### config.mk
export PLATFORM = sky130hd
export DESIGN_NAME = i2css_slave_top
export DESIGN_NICKNAME = d
export VERILOG_FILES = /design/src/design/i2css_pkg.sv /design/src/design/i2css_line_if.sv /design/src/design/i2css_irq.sv /design/src/design/i2css_line_sync.sv /design/src/design/i2css_slave_top.sv
export VERILOG_INCLUDE_DIRS = /design/src /design/src/design
export SDC_FILE = /design/constraint.sdc
export NUM_CORES = 1
export LEC_CHECK = 0
export BUFFER_PORTS_ARGS = -buffer_cell sky130_fd_sc_hd__buf_2
export CAP_MARGIN = 20
export CORE_MARGIN = 5
export CORE_UTILIZATION = 40
export CTS_BUF_LIST = sky130_fd_sc_hd__clkbuf_2
export DETAILED_ROUTE_END_ITERATION = 8
export SKIP_CTS_REPAIR_TIMING = 1
export SYNTH_ARGS = -nofsm -noshare
export SYNTH_HDL_FRONTEND = slang
export SYNTH_SLANG_ARGS = --single-unit
### constraint.sdc
create_clock -name clk_i -period 3.2 [get_ports clk_i]
set_input_delay 0.48 -clock clk_i [delete_from_list [all_inputs] [get_ports clk_i]]
set_output_delay 0.48 -clock clk_i [all_outputs]
set_load 0.005 [all_outputs]
### src/design/i2css_consts.svh
// register map, field positions and reset values of the two-wire slave
`ifndef I2CSS_CONSTS_SVH
`define I2CSS_CONSTS_SVH
`define I2CSS_OFF_CTRL     8'h00
`define I2CSS_OFF_ADDR     8'h04
`define I2CSS_OFF_DATA     8'h08
`define I2CSS_OFF_STAT     8'h0c
`define I2CSS_OFF_IRQ_STAT 8'h10
`define I2CSS_OFF_IRQ_MASK 8'h14
`define I2CSS_CTRL_EN      0
`define I2CSS_CTRL_REL     1
`define I2CSS_CTRL_TEN     2
`define I2CSS_CTRL_HOG     7
`define I2CSS_STAT_FULL    0
`define I2CSS_STAT_OV      1
`define I2CSS_STAT_RX      2
`define I2CSS_STAT_TX      3
`define I2CSS_STAT_SEL     4
`define I2CSS_EV_BYTE      0
`define I2CSS_EV_OV        1
`define I2CSS_EV_STOP      2
`define I2CSS_EV_NUM       3
`define I2CSS_CTRL_RST     8'h00
`define I2CSS_ADDR_RST     10'h000
`define I2CSS_TEN_HI       5'h1e
`define I2CSS_LAST_BIT     4'h8
`define I2CSS_TX_FILL      8'hff
`endif

### src/design/i2css_pkg.sv
// types shared by the two-wire slave modules
package i2css_pkg;
	typedef enum logic [2:0]
	{
		ST_WAIT = 3'b001,
		ST_RX   = 3'b010,
		ST_TX   = 3'b100
	} i2css_state_type;
endpackage

### src/design/i2css_line_if.sv
// synchronised line levels and bus events between sampler and control
`timescale 1ns/10ps
`default_nettype none
interface i2css_line_if;
	logic scl;
	logic sda;
	logic scl_rise;
	logic scl_fall;
	logic start;
	logic stop;
	modport drv (output scl, output sda, output scl_rise, output scl_fall, output start, output stop);
	modport mon (input scl, input sda, input scl_rise, input scl_fall, input start, input stop);
endinterface
`default_nettype wire

### src/design/i2css_irq.sv
// sticky event status, write-one-to-clear, mask and level interrupt
`timescale 1ns/10ps
`default_nettype none
module i2css_irq
#(
	parameter int N = 3
)
(
	input  wire logic         clk_i,
	input  wire logic         rst_i,
	input  wire logic [N-1:0] event_i,
	input  wire logic [N-1:0] clr_i,
	input  wire logic         mask_we_i,
	input  wire logic [N-1:0] mask_i,
	output logic      [N-1:0] status_o,
	output logic      [N-1:0] mask_o,
	output logic              irq_o
);
	logic [N-1:0] stat_d;
	logic [N-1:0] stat_q;
	logic [N-1:0] mask_d;
	logic [N-1:0] mask_q;
	logic         irq_d;
	logic         irq_q;

	// a new event beats a clear in the same cycle
	always_comb
	begin
		stat_d = (stat_q & ~clr_i) | event_i;
		mask_d = mask_we_i ? mask_i : mask_q;
		irq_d  = |(stat_d & mask_d);
	end

	always_ff @(posedge clk_i)
	begin
		if (rst_i)
		begin
			stat_q <= '0;
			mask_q <= '0;
			irq_q  <= 1'b0;
		end
		else
		begin
			stat_q <= stat_d;
			mask_q <= mask_d;
			irq_q  <= irq_d;
		end
	end

	assign status_o = stat_q;
	assign mask_o   = mask_q;
	assign irq_o    = irq_q;
endmodule
`default_nettype wire

### src/design/i2css_line_sync.sv
// two-flop sampling of clock and data lines, edge and start/stop detection
`timescale 1ns/10ps
`default_nettype none
module i2css_line_sync
(
	input  wire logic   clk_i,
	input  wire logic   rst_i,
	input  wire logic   scl_i,
	input  wire logic   sda_i,
	i2css_line_if.drv   ln
);
	logic [1:0] meta_d;
	logic [1:0] meta_q;
	logic [1:0] sync_d;
	logic [1:0] sync_q;
	logic [1:0] prev_d;
	logic [1:0] prev_q;

	// edges use the second stage against a third, never the first stage
	always_comb
	begin
		meta_d = {scl_i, sda_i};
		sync_d = meta_q;
		prev_d = sync_q;
	end

	always_ff @(posedge clk_i)
	begin
		if (rst_i)
		begin
			meta_q <= 2'h3;
			sync_q <= 2'h3;
			prev_q <= 2'h3;
		end
		else
		begin
			meta_q <= meta_d;
			sync_q <= sync_d;
			prev_q <= prev_d;
		end
	end

	assign ln.scl      = sync_q[1];
	assign ln.sda      = sync_q[0];
	assign ln.scl_rise = sync_q[1] & ~prev_q[1];
	assign ln.scl_fall = ~sync_q[1] & prev_q[1];
	assign ln.start    = sync_q[1] & prev_q[1] & prev_q[0] & ~sync_q[0];
	assign ln.stop     = sync_q[1] & prev_q[1] & ~prev_q[0] & sync_q[0];
endmodule
`default_nettype wire

### src/design/i2css_slave_top.sv
// two-wire slave control: address match, receive, transmit, clock stretch
// How it works
// RULE_01: own 7-bit address hit: interrupt, ack, choose direction
// RULE_02: full buffer or overflow: set overflow, no ack
// RULE_03: shift in eight bits, interrupt per byte
// RULE_04: transmit with empty buffer, release clear: hold clock
// RULE_05: byte sent interrupts; master nack ends transmission
// RULE_06: master ack keeps transmitting, next byte prepared
// RULE_07: upper address hit: earlier hit transmits, else clears
// RULE_08: auto stretch enabled holds clock after received byte
// RULE_09: auto stretch disabled never holds after receive
// RULE_10: release stretch on buffer emptied or release set
//
// Implementation choices: the placing of the registers and the Wishbone register port.
`include "i2css_consts.svh"
`timescale 1ns/10ps
`default_nettype none
module i2css_slave_top
	import i2css_pkg::*;
(
	input  wire logic        clk_i,
	input  wire logic        rst_i,
	input  wire logic        wb_cyc_i,
	input  wire logic        wb_stb_i,
	input  wire logic        wb_we_i,
	input  wire logic [7:0]  wb_adr_i,
	input  wire logic [3:0]  wb_sel_i,
	input  wire logic [31:0] wb_dat_i,
	output logic      [31:0] wb_dat_o,
	output logic             wb_ack_o,
	input  wire logic        scl_i,
	input  wire logic        sda_i,
	output logic             scl_o,
	output logic             scl_oe_n_o,
	output logic             sda_o,
	output logic             sda_oe_n_o,
	output logic             irq_o
);
	i2css_line_if ln ();

	i2css_state_type     state_d;
	i2css_state_type     state_q;
	logic [7:0]          ctrl_d;
	logic [7:0]          ctrl_q;
	logic [9:0]          own_addr_d;
	logic [9:0]          own_addr_q;
	logic [7:0]          holding_buffer_d;
	logic [7:0]          holding_buffer_q;
	logic                buf_full_d;
	logic                buf_full_q;
	logic                receive_overflow_flag_d;
	logic                receive_overflow_flag_q;
	logic [7:0]          serial_shift_register_d;
	logic [7:0]          serial_shift_register_q;
	logic [3:0]          cnt_d;
	logic [3:0]          cnt_q;
	logic                ackph_d;
	logic                ackph_q;
	logic                listen_d;
	logic                listen_q;
	logic                tx_need_d;
	logic                tx_need_q;
	logic                hog_d;
	logic                hog_q;
	logic                hi_w_d;
	logic                hi_w_q;
	logic                prior_d;
	logic                prior_q;
	logic                sda_oe_n_d;
	logic                sda_oe_n_q;
	logic                scl_oe_n_d;
	logic                scl_oe_n_q;
	logic                ack_d;
	logic                ack_q;
	logic [31:0]         dat_d;
	logic [31:0]         dat_q;
	logic                pin_lvl_q;
	logic                bus_take;
	logic                sw_buf_wr;
	logic                do_ack;
	logic                clock_release_bit;
	logic                auto_clock_stretch_enable;
	logic [`I2CSS_EV_NUM-1:0] ev;
	logic [`I2CSS_EV_NUM-1:0] ev_clr;
	logic                mask_we;
	logic [`I2CSS_EV_NUM-1:0] irq_stat;
	logic [`I2CSS_EV_NUM-1:0] irq_mask;

	function automatic logic reg_hit(input logic [7:0] adr, input logic [7:0] off);
		return adr == off;
	endfunction

	i2css_line_sync u_sync
	(
		.clk_i (clk_i),
		.rst_i (rst_i),
		.scl_i (scl_i),
		.sda_i (sda_i),
		.ln    (ln)
	);

	i2css_irq #(.N(`I2CSS_EV_NUM)) u_irq
	(
		.clk_i     (clk_i),
		.rst_i     (rst_i),
		.event_i   (ev),
		.clr_i     (ev_clr),
		.mask_we_i (mask_we),
		.mask_i    (wb_dat_i[`I2CSS_EV_NUM-1:0]),
		.status_o  (irq_stat),
		.mask_o    (irq_mask),
		.irq_o     (irq_o)
	);

	assign clock_release_bit         = ctrl_q[`I2CSS_CTRL_REL];
	assign auto_clock_stretch_enable = ctrl_q[`I2CSS_CTRL_HOG];

	always_comb
	begin
		state_d                 = state_q;
		ctrl_d                  = ctrl_q;
		own_addr_d              = own_addr_q;
		holding_buffer_d        = holding_buffer_q;
		buf_full_d              = buf_full_q;
		receive_overflow_flag_d = receive_overflow_flag_q;
		serial_shift_register_d = serial_shift_register_q;
		cnt_d                   = cnt_q;
		ackph_d                 = ackph_q;
		listen_d                = listen_q;
		tx_need_d               = tx_need_q;
		hog_d                   = hog_q;
		hi_w_d                  = hi_w_q;
		prior_d                 = prior_q;
		sda_oe_n_d              = sda_oe_n_q;
		ev                      = '0;
		ev_clr                  = '0;
		mask_we                 = 1'b0;
		sw_buf_wr               = 1'b0;
		do_ack                  = 1'b0;
		bus_take                = wb_cyc_i & wb_stb_i & ~ack_q;
		ack_d                   = bus_take;
		dat_d                   = dat_q;

		// bus side first, so hardware updates below win a same-cycle clash, except that a buffer write keeps buf_full_d set through a transmit load
		if (bus_take)
		begin
			dat_d = 32'h0000_0000;
			if (reg_hit(wb_adr_i, `I2CSS_OFF_CTRL))
			begin
				dat_d[7:0] = ctrl_q;
				if (wb_we_i && wb_sel_i[0])
					ctrl_d = wb_dat_i[7:0];
			end
			else if (reg_hit(wb_adr_i, `I2CSS_OFF_ADDR))
			begin
				dat_d[9:0] = own_addr_q;
				if (wb_we_i && wb_sel_i[0])
					own_addr_d[7:0] = wb_dat_i[7:0];
				if (wb_we_i && wb_sel_i[1])
					own_addr_d[9:8] = wb_dat_i[9:8];
			end
			else if (reg_hit(wb_adr_i, `I2CSS_OFF_DATA))
			begin
				dat_d[7:0] = holding_buffer_q;
				if (!wb_we_i)
					buf_full_d = 1'b0;
				else if (wb_sel_i[0])
				begin
					holding_buffer_d = wb_dat_i[7:0];
					buf_full_d       = 1'b1;
					sw_buf_wr        = 1'b1;
				end
			end
			else if (reg_hit(wb_adr_i, `I2CSS_OFF_STAT))
			begin
				dat_d[`I2CSS_STAT_FULL] = buf_full_q;
				dat_d[`I2CSS_STAT_OV]   = receive_overflow_flag_q;
				dat_d[`I2CSS_STAT_RX]   = (state_q == ST_RX);
				dat_d[`I2CSS_STAT_TX]   = (state_q == ST_TX);
				dat_d[`I2CSS_STAT_SEL]  = listen_q;
				if (wb_we_i && wb_sel_i[0] && wb_dat_i[`I2CSS_STAT_OV])
					receive_overflow_flag_d = 1'b0;
			end
			else if (reg_hit(wb_adr_i, `I2CSS_OFF_IRQ_STAT))
			begin
				dat_d[`I2CSS_EV_NUM-1:0] = irq_stat;
				if (wb_we_i && wb_sel_i[0])
					ev_clr = wb_dat_i[`I2CSS_EV_NUM-1:0];
			end
			else if (reg_hit(wb_adr_i, `I2CSS_OFF_IRQ_MASK))
			begin
				dat_d[`I2CSS_EV_NUM-1:0] = irq_mask;
				mask_we = wb_we_i & wb_sel_i[0];
			end
		end

		if (ln.start)
		begin
			state_d    = ST_WAIT;
			listen_d   = ctrl_q[`I2CSS_CTRL_EN];
			cnt_d      = 4'h0;
			ackph_d    = 1'b0;
			sda_oe_n_d = 1'b1;
			tx_need_d  = 1'b0;
			hog_d      = 1'b0;
		end
		else if (ln.stop)
		begin
			state_d    = ST_WAIT;
			listen_d   = 1'b0;
			cnt_d      = 4'h0;
			ackph_d    = 1'b0;
			prior_d    = 1'b0;
			hi_w_d     = 1'b0;
			sda_oe_n_d = 1'b1;
			tx_need_d  = 1'b0;
			hog_d      = 1'b0;
			ev[`I2CSS_EV_STOP] = 1'b1;
		end
		else if (listen_q && ln.scl_rise)
		begin
			if (cnt_q != `I2CSS_LAST_BIT)
			begin
				serial_shift_register_d = {serial_shift_register_q[6:0], ln.sda}; // [RULE_03]
				cnt_d = cnt_q + 4'h1;
			end
			else if (state_q == ST_TX && ln.sda)
			begin
				// master nack: transmission over, idle until next start
				state_d  = ST_WAIT; // [RULE_05]
				listen_d = 1'b0;
				ackph_d  = 1'b0;
				cnt_d    = 4'h0;
			end
		end
		else if (listen_q && ln.scl_fall)
		begin
			if (ackph_q)
			begin
				ackph_d    = 1'b0;
				cnt_d      = 4'h0;
				sda_oe_n_d = 1'b1;
				if (state_q == ST_TX)
					tx_need_d = 1'b1; // [RULE_06]
				else if (state_q == ST_RX && auto_clock_stretch_enable && buf_full_q)
					hog_d = 1'b1; // [RULE_08] [RULE_09]
			end
			else if (cnt_q == `I2CSS_LAST_BIT)
			begin
				ackph_d = 1'b1;
				unique case (state_q)
					ST_WAIT:
					begin
						if (!ctrl_q[`I2CSS_CTRL_TEN]
							&& serial_shift_register_q[7:1] == own_addr_q[6:0])
						begin
							ev[`I2CSS_EV_BYTE] = 1'b1; // [RULE_01]
							do_ack  = 1'b1;
							state_d = serial_shift_register_q[0] ? ST_TX : ST_RX;
						end
						else if (ctrl_q[`I2CSS_CTRL_TEN] && hi_w_q
							&& serial_shift_register_q == own_addr_q[7:0])
						begin
							ev[`I2CSS_EV_BYTE] = 1'b1;
							do_ack  = 1'b1;
							hi_w_d  = 1'b0;
							prior_d = 1'b1;
							state_d = ST_RX;
						end
						else if (ctrl_q[`I2CSS_CTRL_TEN]
							&& serial_shift_register_q[7:3] == `I2CSS_TEN_HI
							&& serial_shift_register_q[2:1] == own_addr_q[9:8])
						begin
							if (!serial_shift_register_q[0])
							begin
								do_ack = 1'b1;
								hi_w_d = 1'b1;
							end
							else if (prior_q)
							begin
								ev[`I2CSS_EV_BYTE] = 1'b1;
								do_ack  = 1'b1; // [RULE_07]
								state_d = ST_TX;
							end
							else
							begin
								prior_d  = 1'b0; // [RULE_07]
								listen_d = 1'b0;
							end
						end
						else
						begin
							// not ours: ignore the rest of the frame
							hi_w_d   = 1'b0;
							listen_d = 1'b0;
						end
					end
					ST_RX:
					begin
						ev[`I2CSS_EV_BYTE] = 1'b1; // [RULE_03]
						if (buf_full_q || receive_overflow_flag_q)
						begin
							receive_overflow_flag_d = 1'b1; // [RULE_02]
							ev[`I2CSS_EV_OV] = 1'b1;
						end
						else
						begin
							holding_buffer_d = serial_shift_register_q; // [RULE_02]
							buf_full_d       = 1'b1;
							do_ack           = 1'b1;
						end
					end
					ST_TX:
					begin
						ev[`I2CSS_EV_BYTE] = 1'b1; // [RULE_05]
					end
				endcase
				sda_oe_n_d = ~do_ack;
			end
			else if (state_q == ST_TX)
				sda_oe_n_d = serial_shift_register_q[7];
		end

		// next transmit byte: tried in the ack-fall cycle too, so a ready byte never stretches
		if (tx_need_d)
		begin
			if (buf_full_q)
			begin
				serial_shift_register_d = holding_buffer_q;
				sda_oe_n_d              = holding_buffer_q[7];
				tx_need_d               = 1'b0;
				if (!sw_buf_wr)
					buf_full_d = 1'b0;
			end
			else if (clock_release_bit)
			begin
				// nothing to send: idle-high filler rather than a hung bus
				serial_shift_register_d = `I2CSS_TX_FILL;
				sda_oe_n_d              = 1'b1;
				tx_need_d               = 1'b0;
			end
		end
		if (hog_d && (!buf_full_d || clock_release_bit))
			hog_d = 1'b0; // [RULE_10]
		scl_oe_n_d = ~(tx_need_d | hog_d); // [RULE_04] [RULE_08]
	end

	always_ff @(posedge clk_i)
	begin
		if (rst_i)
		begin
			state_q                 <= ST_WAIT;
			ctrl_q                  <= `I2CSS_CTRL_RST;
			own_addr_q              <= `I2CSS_ADDR_RST;
			holding_buffer_q        <= 8'h00;
			buf_full_q              <= 1'b0;
			receive_overflow_flag_q <= 1'b0;
			serial_shift_register_q <= 8'h00;
			cnt_q                   <= 4'h0;
			ackph_q                 <= 1'b0;
			listen_q                <= 1'b0;
			tx_need_q               <= 1'b0;
			hog_q                   <= 1'b0;
			hi_w_q                  <= 1'b0;
			prior_q                 <= 1'b0;
			sda_oe_n_q              <= 1'b1;
			scl_oe_n_q              <= 1'b1;
			ack_q                   <= 1'b0;
			dat_q                   <= 32'h0000_0000;
			pin_lvl_q               <= 1'b0;
		end
		else
		begin
			state_q                 <= state_d;
			ctrl_q                  <= ctrl_d;
			own_addr_q              <= own_addr_d;
			holding_buffer_q        <= holding_buffer_d;
			buf_full_q              <= buf_full_d;
			receive_overflow_flag_q <= receive_overflow_flag_d;
			serial_shift_register_q <= serial_shift_register_d;
			cnt_q                   <= cnt_d;
			ackph_q                 <= ackph_d;
			listen_q                <= listen_d;
			tx_need_q               <= tx_need_d;
			hog_q                   <= hog_d;
			hi_w_q                  <= hi_w_d;
			prior_q                 <= prior_d;
			sda_oe_n_q              <= sda_oe_n_d;
			scl_oe_n_q              <= scl_oe_n_d;
			ack_q                   <= ack_d;
			dat_q                   <= dat_d;
			pin_lvl_q               <= 1'b0;
		end
	end

	// open drain: pins only ever pulled low
	assign scl_o      = pin_lvl_q;
	assign sda_o      = pin_lvl_q;
	assign scl_oe_n_o = scl_oe_n_q;
	assign sda_oe_n_o = sda_oe_n_q;
	assign wb_ack_o   = ack_q;
	assign wb_dat_o   = dat_q;
endmodule
`default_nettype wire
==> results.toml, run 1 <==
[cells_and_area]
drive_gt1_share_pct = 15.3
n_fill_cell = 942
multi_input_area_um2 = 2130
final_cells = 632
fin_area_um2 = 4180
area_growth_pct = 8.61
seq_area_um2 = 1500
final_nets = 551
n_antenna_cell = 0
fin_util_pct = 44.8

[clock_network]
cts_max_level = 3
cts_tree = "yes"
cts_root_buf = "clkbuf_2"
clkSinkCount = 75
cts_max_path_buffers = 2
cts_made_buffers = 9
clock_latency_ns = 0.52
clk_pin_slew_ns = 0.20

[placement]
portBuffers = 40
dpl_worst_slack_ns = 0.418
gp_congestion = 0.844
place_inst = 616
placed_area_um2 = 4070
hpwlAfterDp_mm = 7.33

[synthesis]
synth_cell_types = 56
synth_top_area_share_pct = 39.0
synth_top_cell_by_area = "dfxtp_1"
ys_warn_count = 0
synthArstFlopShare_pct = 0
synth_edf_count = 0
ys_seq_area_share_pct = 39.0
syn_area_per_cell_um2 = 8.26
netlist_area_um2 = 3850
ys.flop_type = "dfxtp_1"
synth_area_leaders = "dfxtp_1, mux2i_1, nand2_1, nor2_1, buf_4"
ys_seq_elements = 75
syn_inst = 466

[setup_path]
r2r-end = "scl_oe_n_o"
worstSetupStartpoint = "wb_adr_i[7]"
crit_required_ns = 3.61
crit_path_max_incr_delay_ns = 0.64
critPathMaxFanout = 9
critical_path_class = "input port to flip-flop"
crit_path_end_kind = "flip-flop"
r2r_cells = 6
crit_path_frequent_cell = "or4_1"
regToRegSetupSlack_ns = 1.05
crit_path_start_kind = "input port"
reg2reg_from = "listen_q"
crit_chain = "buf_2 > or4_1 > or4_1 > nor3_4 > mux2i_1 > nor2_1"
slowest_stage = "or4_1"
critPathCapture = "own_addr_q[0]"
cp.arrival_ns = 2.65

[sta]
finalCriticalPeriod_ns = 2.23
relSlewSlack_pct = 38.9
hold_viol = 0
fmax_ghz = 0.447
finalMaxSlewViolations = 0
fin_ws_ns = 0.965
period_share_pct = 69.8
tns_ns = 0
worst_pin_slew_ns = 0.914
timing.hold.ws_ns = 0.144
setup_violations = 0
finClkSkew_ns = 0.0253
rsz0062_at_grt = "false"

[detailed_routing]
firstDrtPassIters = 5
drcViolationCount = 0
via_count = 3337
drtAntennaViolNets = 0
wirelength_mm = 9.71
vias_per_cell = 5.28
wl_per_cell_um = 15.4
drtIter0Drc = 217

[global_routing]
grt_pass1_wl_mm = 15.8
track_usage_pct = 16.9
grt_max_degree = 34
globalRoute.totalOverflow = 0
grt_pass1_vias = 3113
antenna_found_initial = 0

[die]
fp.dieW_um = 108
rows = 35
initial_utilization_pct = 41.3
core_area_um2 = 9330
die_area_um2 = 11700
io_pins = 89
die_h_um = 108

[power]
powerDensity_nw_per_um2 = 371
power.leakage_nw = 1.75
power_mw = 1.55
vdd_drop_max_v = 0.000133

[job]
max_cap_viol_count = 0

[run_status]
status = "finished, final reports clean"

[hold_path]
hold_class = "input port to flip-flop"
## flip-flops by register name (all words and copies together) (netlist names), 2 cells and up
name                     count
state_q                      3
u_sync.prev_d                2
ctrl_q                       8
wb_dat_o                    10
cnt_q                        4
u_irq.mask_o                 3
u_irq.status_o               3
serial_shift_register_q      8
u_sync.prev_q                2
u_sync.meta_q                2
own_addr_q                  10
holding_buffer_q             8
## area by class of cell
cell class / instances / area share, %
inverters: 7 / 0.628
repair buffers: 46 / 5.86
well taps: 129 / 3.86
multi-input cells: 359 / 51.0
flip-flops and latches: 75 / 35.9
clock inverters: 6 / 1.59
clock buffers: 10 / 1.20
## power by group
part | switching, mW | total, mW | internal, mW
clock network | 0.345 | 0.527 | 0.182
logic | 0.0551 | 0.0814 | 0.0263
registers | 0.00314 | 0.944 | 0.940
## cell usage after synthesis (4+ instances only)
| master | instances |
|---|---|
| or2_2 | 8 |
| nand3b_1 | 6 |
| a22oi_1 | 7 |
| and3_1 | 8 |
| nor3b_1 | 4 |
| nor3_1 | 13 |
| inv_1 | 7 |
| nor2_1 | 52 |
| a311oi_1 | 9 |
| a31oi_1 | 10 |
| nand3_1 | 12 |
| a211oi_1 | 9 |
| clkbuf_1 | 22 |
| buf_4 | 24 |
| dfxtp_1 | 75 |
| nand2_1 | 62 |
| nor4_1 | 6 |
| mux2i_1 | 28 |
| o21ai_0 | 11 |
| xor2_1 | 16 |
| a21oi_1 | 24 |
## cells by family after synthesis
logic type / Yosys count / share of synthesized area [%]
simple gates: 193 / 24.5
compound gates: 94 / 16.5
flops: 75 / 39.0
buf+inv: 55 / 7.89
mux: 28 / 7.28
xor+xnor: 18 / 4.09
fa+ha+maj: 2 / 0.650
other cells: 1 / 0.0974
## worst min-delay path by stage
| stage | cells past startpoint | endpoint | slack [ns] | from |
|---|---|---|---|---|
| after global placement | 1 | u_sync.prev_d[1] | 0.39 | u_sync.meta_q[1] |
| after floorplan | 1 | u_sync.prev_d[0] | 0.39 | u_sync.meta_q[0] |
| after CTS | 2 | u_sync.meta_q[0] | 0.11 | sda_i |
| after global routing | 2 | u_sync.meta_q[1] | 0.09 | scl_i |
| final | 2 | u_sync.meta_q[0] | 0.14 | sda_i |
| after detailed placement | 1 | u_sync.prev_d[0] | 0.40 | u_sync.meta_q[0] |
## layout by cell type (no fill, tap or decap), types with 3 or more instances in the layout
master      count
a211oi_1        9
a21oi_1        24
a22o_1          3
a22oi_1         7
a311oi_1        9
a31oi_1        10
and3_1          8
and3b_1         3
buf_2          40
buf_4           6
clkbuf_2       10
clkinvlp_4      3
conb_1         24
dfxtp_1        75
inv_1           7
mux2i_1        28
nand2_1        62
nand3_1        12
nand3b_1        6
nor2_1         52
nor2b_1         3
nor3_1         13
nor3b_1         4
nor4_1          6
o211ai_1        3
o21ai_0        11
or2_2           8
or4_1           3
xor2_1         16
## critical path: cells and delay by family
| kind | cells | cell delay [ns] |
|---|---|---|
| buf+inv | 1 | 0.11 |
| mux | 1 | 0.25 |
| simple gates | 4 | 1.81 |
## per-layer routing
metal / up-vias / wire, um / track usage [%]
li1: 1674 / - / -
met1: 1530 / 4500 / 23.6
met2: 122 / 4390 / 26.6
met3: 11 / 695 / 3.76
met4: 0 / 127 / 4.15
met5: - / 0 / 0
(Power assumes the default switching activity.)
==> inputs of run 2 (changes only) <==
Clock period 3.2 ns to 2.35 ns, I/O delays scaled along.
==> run 2 against run 1 <==
Compared with the run above:
- sequential cell count did not move
- wire length rose by 1.0%
- largest cell class unchanged
- count of clock-buffer cells in the layout did not move
- cell area rose by 4.6%
- setup slack got worse by 0.57 ns
- hold slack got worse by 0.088 ns
- core utilization rose by 2.1 points
- register-to-register slack got worse by 0.65 ns
- combinational power rose by 50%
==> results.toml, run 2 (synthesis gave the netlist of run 1 again) <==
[setup_path]
crit_chain = "nand3b_1 > nor4_1 > o21ai_0 > a211o_1"
cp.arrival_ns = 2.38
critical_path_class = "flip-flop to flip-flop"
slowest_stage = "dfxtp_1"
reg2reg_from = "listen_q"
crit_path_end_kind = "flip-flop"
critical-path-top-delay-family = "simple AND/OR/NAND/NOR gates"
critPathBufInv = 0
worstSetupStartpoint = "listen_q"
critPathMaxFanout = 6
crit_required_ns = 2.78
regToRegSetupSlack_ns = 0.40
crit_path_start_kind = "flip-flop"
crit_path_max_incr_delay_ns = 0.54

[cells_and_area]
n_fill_cell = 955
area_growth_pct = 13.6
fin_util_pct = 46.9
seq_area_um2 = 1500
drive_gt1_share_pct = 18.2
multi_input_area_um2 = 2130
final_common_cell = "dfxtp_1"
n_antenna_cell = 0
final_cells = 652
mostFrequentLayoutCells = "dfxtp_1, nand2_1, nor2_1"
final_nets = 571

[sta]
rsz0062_at_grt = "false"
hold_viol = 0
finClkSkew_ns = 0.0206
tns_ns = 0
finalCriticalPeriod_ns = 1.95
relSlewSlack_pct = 60.0
timing.hold.ws_ns = 0.0559
fmax_ghz = 0.512
period_share_pct = 83.1
worst_pin_slew_ns = 0.596
finalMaxSlewViolations = 0
fin_ws_ns = 0.397
setup_violations = 0

[power]
powerDensity_nw_per_um2 = 515
power.leakage_nw = 1.87
vdd_drop_max_v = 0.000196

[placement]
gp_congestion = 0.891
hpwlAfterDp_mm = 7.52
portBuffers = 40
place_inst = 634
dpl_worst_slack_ns = -0.0167

[die]
die_area_um2 = 11700
fp.dieW_um = 108
core_area_um2 = 9330
initial_utilization_pct = 41.3
rows = 35
die_h_um = 108
io_pins = 89

[hold_path]
hp-start = "wb_dat_i[9]"
hold_class = "input port to flip-flop"

[detailed_routing]
via_count = 3433
wl_per_cell_um = 15.1
drtIter0Drc = 220
drtAntennaViolNets = 0
firstDrtPassIters = 4
wirelength_mm = 9.81
drcViolationCount = 0
vias_per_cell = 5.27

[clock_network]
cts_tree = "yes"
cts_made_buffers = 9
clock_latency_ns = 0.52
cts_root_buf = "clkbuf_2"
clk_pin_slew_ns = 0.21
clkSinkCount = 75
cts_max_level = 3
cts_max_path_buffers = 2

[global_routing]
grt_pass1_vias = 3208
globalRoute.totalOverflow = 0
antenna_found_initial = 0
track_usage_pct = 17.1
grt_pass1_wl_mm = 16.1
grt_max_degree = 31

[run_status]
status = "finished, final reports clean"

[job]
max_cap_viol_count = 0
[run 2: cell count changes in the layout (fill, tap and decap cells not counted)]
cell / before / now
buf_4: 6 / 23
clkinvlp_4: 3 / 1
dlygate4sd3_1: 0 / 2
buf_12: 0 / 1
bufinv_16: 1 / 2
clkinv_4: 1 / 2
[run 2: final timing paths]
kind | endpoint | cells past startpoint
min | own_addr_q[9] | 3
max reg2reg | state_q[0] | 4
max | state_q[0] | 4
min reg2reg | u_sync.prev_d[0] | 1
[run 2: through the flow]
step	instance area [um2]	power (mW)
floorplan	3940	1.40
global placement	4210	1.43
detailed placement	4210	1.43
CTS	4350	2.27
global route	4370	2.35
finish	4370	2.25
[run 2: report_power, final]
group          internal [mW]  switching, mW
Sequential              1.28        0.00402
Clock                  0.358          0.489
Combinational         0.0442         0.0775
[run 2: tightest hold or removal path, delay by kind of cell]
kind | cells | cell delay [ns]
multiplexers | 1 | 0.05
AND/OR/NAND/NOR | 1 | 0.07
buffers and inverters | 1 | 0.07
[run 2: area by class of cell]
class	count	area share, %
repair buffers	66	9.44
multi-input cells	359	48.7
well taps	129	3.69
clock inverters	6	2.06
inverters	7	0.601
flip-flops and latches	75	34.3
clock buffers	10	1.14
[run 2: layer usage]
metal,part of all wire (%),global-route usage [%]
met3,5.8,3.82
met4,1.3,4.42
met1,46,23.0
met5,0,0
met2,47,27.9
==> inputs of run 3 (changes only) <==
Settings changed: ABC_AREA set to 1.
Clock period 2.35 ns to 1.6 ns, I/O delays scaled along.
==> run 3 against run 2 <==
Compared with the run above:
- the flow now finishes with violations (negative hold slack)
- clock skew increased by 0.0066 ns
- cell area up 32%
- sequential power increased by 45%
- sequential share of layout area decreased by 7.4 points
- combinational power up 110%
- power grew 61%
- count of clock-buffer cells in the layout down 1
- synthesized area increased by 12%
- largest cell class unchanged
==> results.toml, run 3 <==
[clock_network]
cts_tree = "yes"
cts_made_buffers = 9
clkSinkCount = 75
cts_root_buf = "clkbuf_2"
cts_max_level = 3
cts_max_path_buffers = 2
clock_latency_ns = 0.56
clk_pin_slew_ns = 0.20

[setup_path]
crit_path_frequent_cell = "inv_2"
critPathMaxFanout = 5
crit_path_start_kind = "flip-flop"
crit_path_max_incr_delay_ns = 0.38
critical-path-top-delay-family = "buffers and inverters"
critPathBufInv = 5
critical_path_class = "flip-flop to flip-flop"
slowest_stage = "dfxtp_2"
crit_required_ns = 2.05
crit_chain = "inv_2 > buf_6 > nor3_4 > buf_12 > buf_8 > o21ai_1 > nand2_1 > inv_2 > a21oi_2 > a211oi_2"
crit_path_end_kind = "flip-flop"
cp.arrival_ns = 2.05

[synthesis]
synth_top_cell_by_area = "dfxtp_1"
synth_top_area_share_pct = 34.9
syn_inst = 621
ys_seq_elements = 75
ys.flop_type = "dfxtp_1"
ys_warn_count = 0
synth_cell_types = 43
netlist_area_um2 = 4300
synthArstFlopShare_pct = 0
yosysMostFrequentCell = "nand2_1"
synth_common_cells = "nand2_1, inv_1, dfxtp_1, o21ai_0, a21oi_1"
synth_edf_count = 0
ys_seq_area_share_pct = 34.9
synth_area_leaders = "dfxtp_1, nand2_1, inv_1, o21ai_0, a21oi_1"
syn_area_per_cell_um2 = 6.92

[power]
power.leakage_nw = 2.59
powerDensity_nw_per_um2 = 628
vdd_drop_max_v = 0.000361

[global_routing]
grt_pass1_wl_mm = 20.0
grt_max_degree = 29
grt_pass1_vias = 4201
antenna_found_initial = 1
globalRoute.totalOverflow = 0
track_usage_pct = 19.2

[cells_and_area]
n_fill_cell = 951
final_common_cell = "nand2_1"
area_growth_pct = 34.3
mostFrequentLayoutCells = "nand2_1, inv_1, buf_4"
final_nets = 789
drive_gt1_share_pct = 36.9
fin_util_pct = 55.4

[sta]
fmax_ghz = 0.627
finClkSkew_ns = 0.0271
rsz0062_at_grt = "true"
period_share_pct = 99.8
hold_viol = 1
finalCriticalPeriod_ns = 1.60
timing.hold.ws_ns = -0.0142
finalMaxSlewViolations = 0
tns_ns = 0
setup_violations = 0

[detailed_routing]
firstDrtPassIters = 5
drcViolationCount = 0
vias_per_cell = 5.07
drtIter0Drc = 234
drtAntennaViolNets = 0
wl_per_cell_um = 14.8
wirelength_mm = 13.0
via_count = 4447

[die]
initial_utilization_pct = 41.2
rows = 37
io_pins = 89
fp.dieW_um = 114
die_h_um = 114
die_area_um2 = 12900
core_area_um2 = 10400

[hold_path]
hold_class = "input port to flip-flop"

[run_status]
status = "finished, violations left"
violations = "negative hold slack"

[placement]
portBuffers = 40
gp_congestion = 0.889
hpwlAfterDp_mm = 9.52

[job]
max_cap_viol_count = 0
run 3: cell count changes after synthesis, sizes merged, moves of 14 or more:
cell	change
inv	+95
nand2	+80
o21ai	+45
nand3	+29
mux2i	-28
a21oi	+22
xor2	-16
clkbuf	-14
run 3: per-stage QoR:
| step | cells | power (mW) | setup WS, ns | hold slack [ns] | area [um2] |
|---|---|---|---|---|---|
| detailed placement | 846 | 2.15 | -0.135 | 0.396 | 5020 |
| floorplan | 644 | 2.08 | 0.0849 | 0.321 | 4380 |
| CTS | 861 | 3.64 | -0.140 | -0.168 | 5190 |
| finish | 877 | 3.62 | 0.00385 | -0.0142 | 5770 |
| global route | 877 | 3.76 | -0.110 | 0.00888 | 5770 |
| global placement | 846 | 2.15 | -0.0576 | 0.392 | 5020 |
run 3: area by class of cell:
| class | instances | area [um2] | area share (%) |
|---|---|---|---|
| diodes | 1 | 2.50 | 0.0434 |
| clock inverters | 6 | 129 | 2.23 |
| multi-input cells | 431 | 2610 | 45.1 |
| repair buffers | 116 | 872 | 15.1 |
| inverters | 103 | 392 | 6.79 |
| flip-flops and latches | 75 | 1560 | 27.0 |
| well taps | 136 | 170 | 2.95 |
| clock buffers | 9 | 45.0 | 0.780 |
run 3: power by group:
group	internal (mW)	switching (mW)	total (mW)	leakage [nW]
Sequential	1.86	0.00505	1.87	0.618
Combinational	0.0902	0.163	0.253	1.88
Clock	0.814	0.688	1.50	0.0994
run 3: kinds of logic (layout without fill, tap and decap cells):
family / after synthesis / after routing / share of synthesized area, %
other cells: 1 / 25 / 0.0873
flops: 75 / 75 / 34.9
compound gates: 134 / 134 / 18.4
fa+ha+maj: 2 / 2 / 0.582
buf+inv: 140 / 234 / 14.8
simple gates: 263 / 265 / 30.0
xor+xnor: 6 / 6 / 1.22
run 3: worst register-to-register path: cells and delay by family, from the launching register on:
kind / cells / cell delay (ns)
compound gates: 3 / 0.23
buf+inv: 5 / 0.52
flops: 1 / 0.38
simple gates: 2 / 0.34
run 3: per-layer routing:
metal / global-route usage [%] / wire length, um
met5: 0 / 0
met3: 2.92 / 604
met1: 24.5 / 5650
met4: 7.93 / 316
met2: 32.4 / 6410
run 3: worst paths after layout:
| kind | startpoint | end | slack, ns | cells past startpoint |
|---|---|---|---|---|
| max reg2reg | u_sync.prev_d[1] | cnt_q[1] | 0.004 | 10 |
| min reg2reg | u_sync.meta_q[1] | u_sync.prev_d[1] | 0.44 | 1 |
| min | wb_dat_i[9] | own_addr_q[9] | -0.01 | 3 |
| max | u_sync.prev_d[1] | cnt_q[1] | 0.004 | 10 |
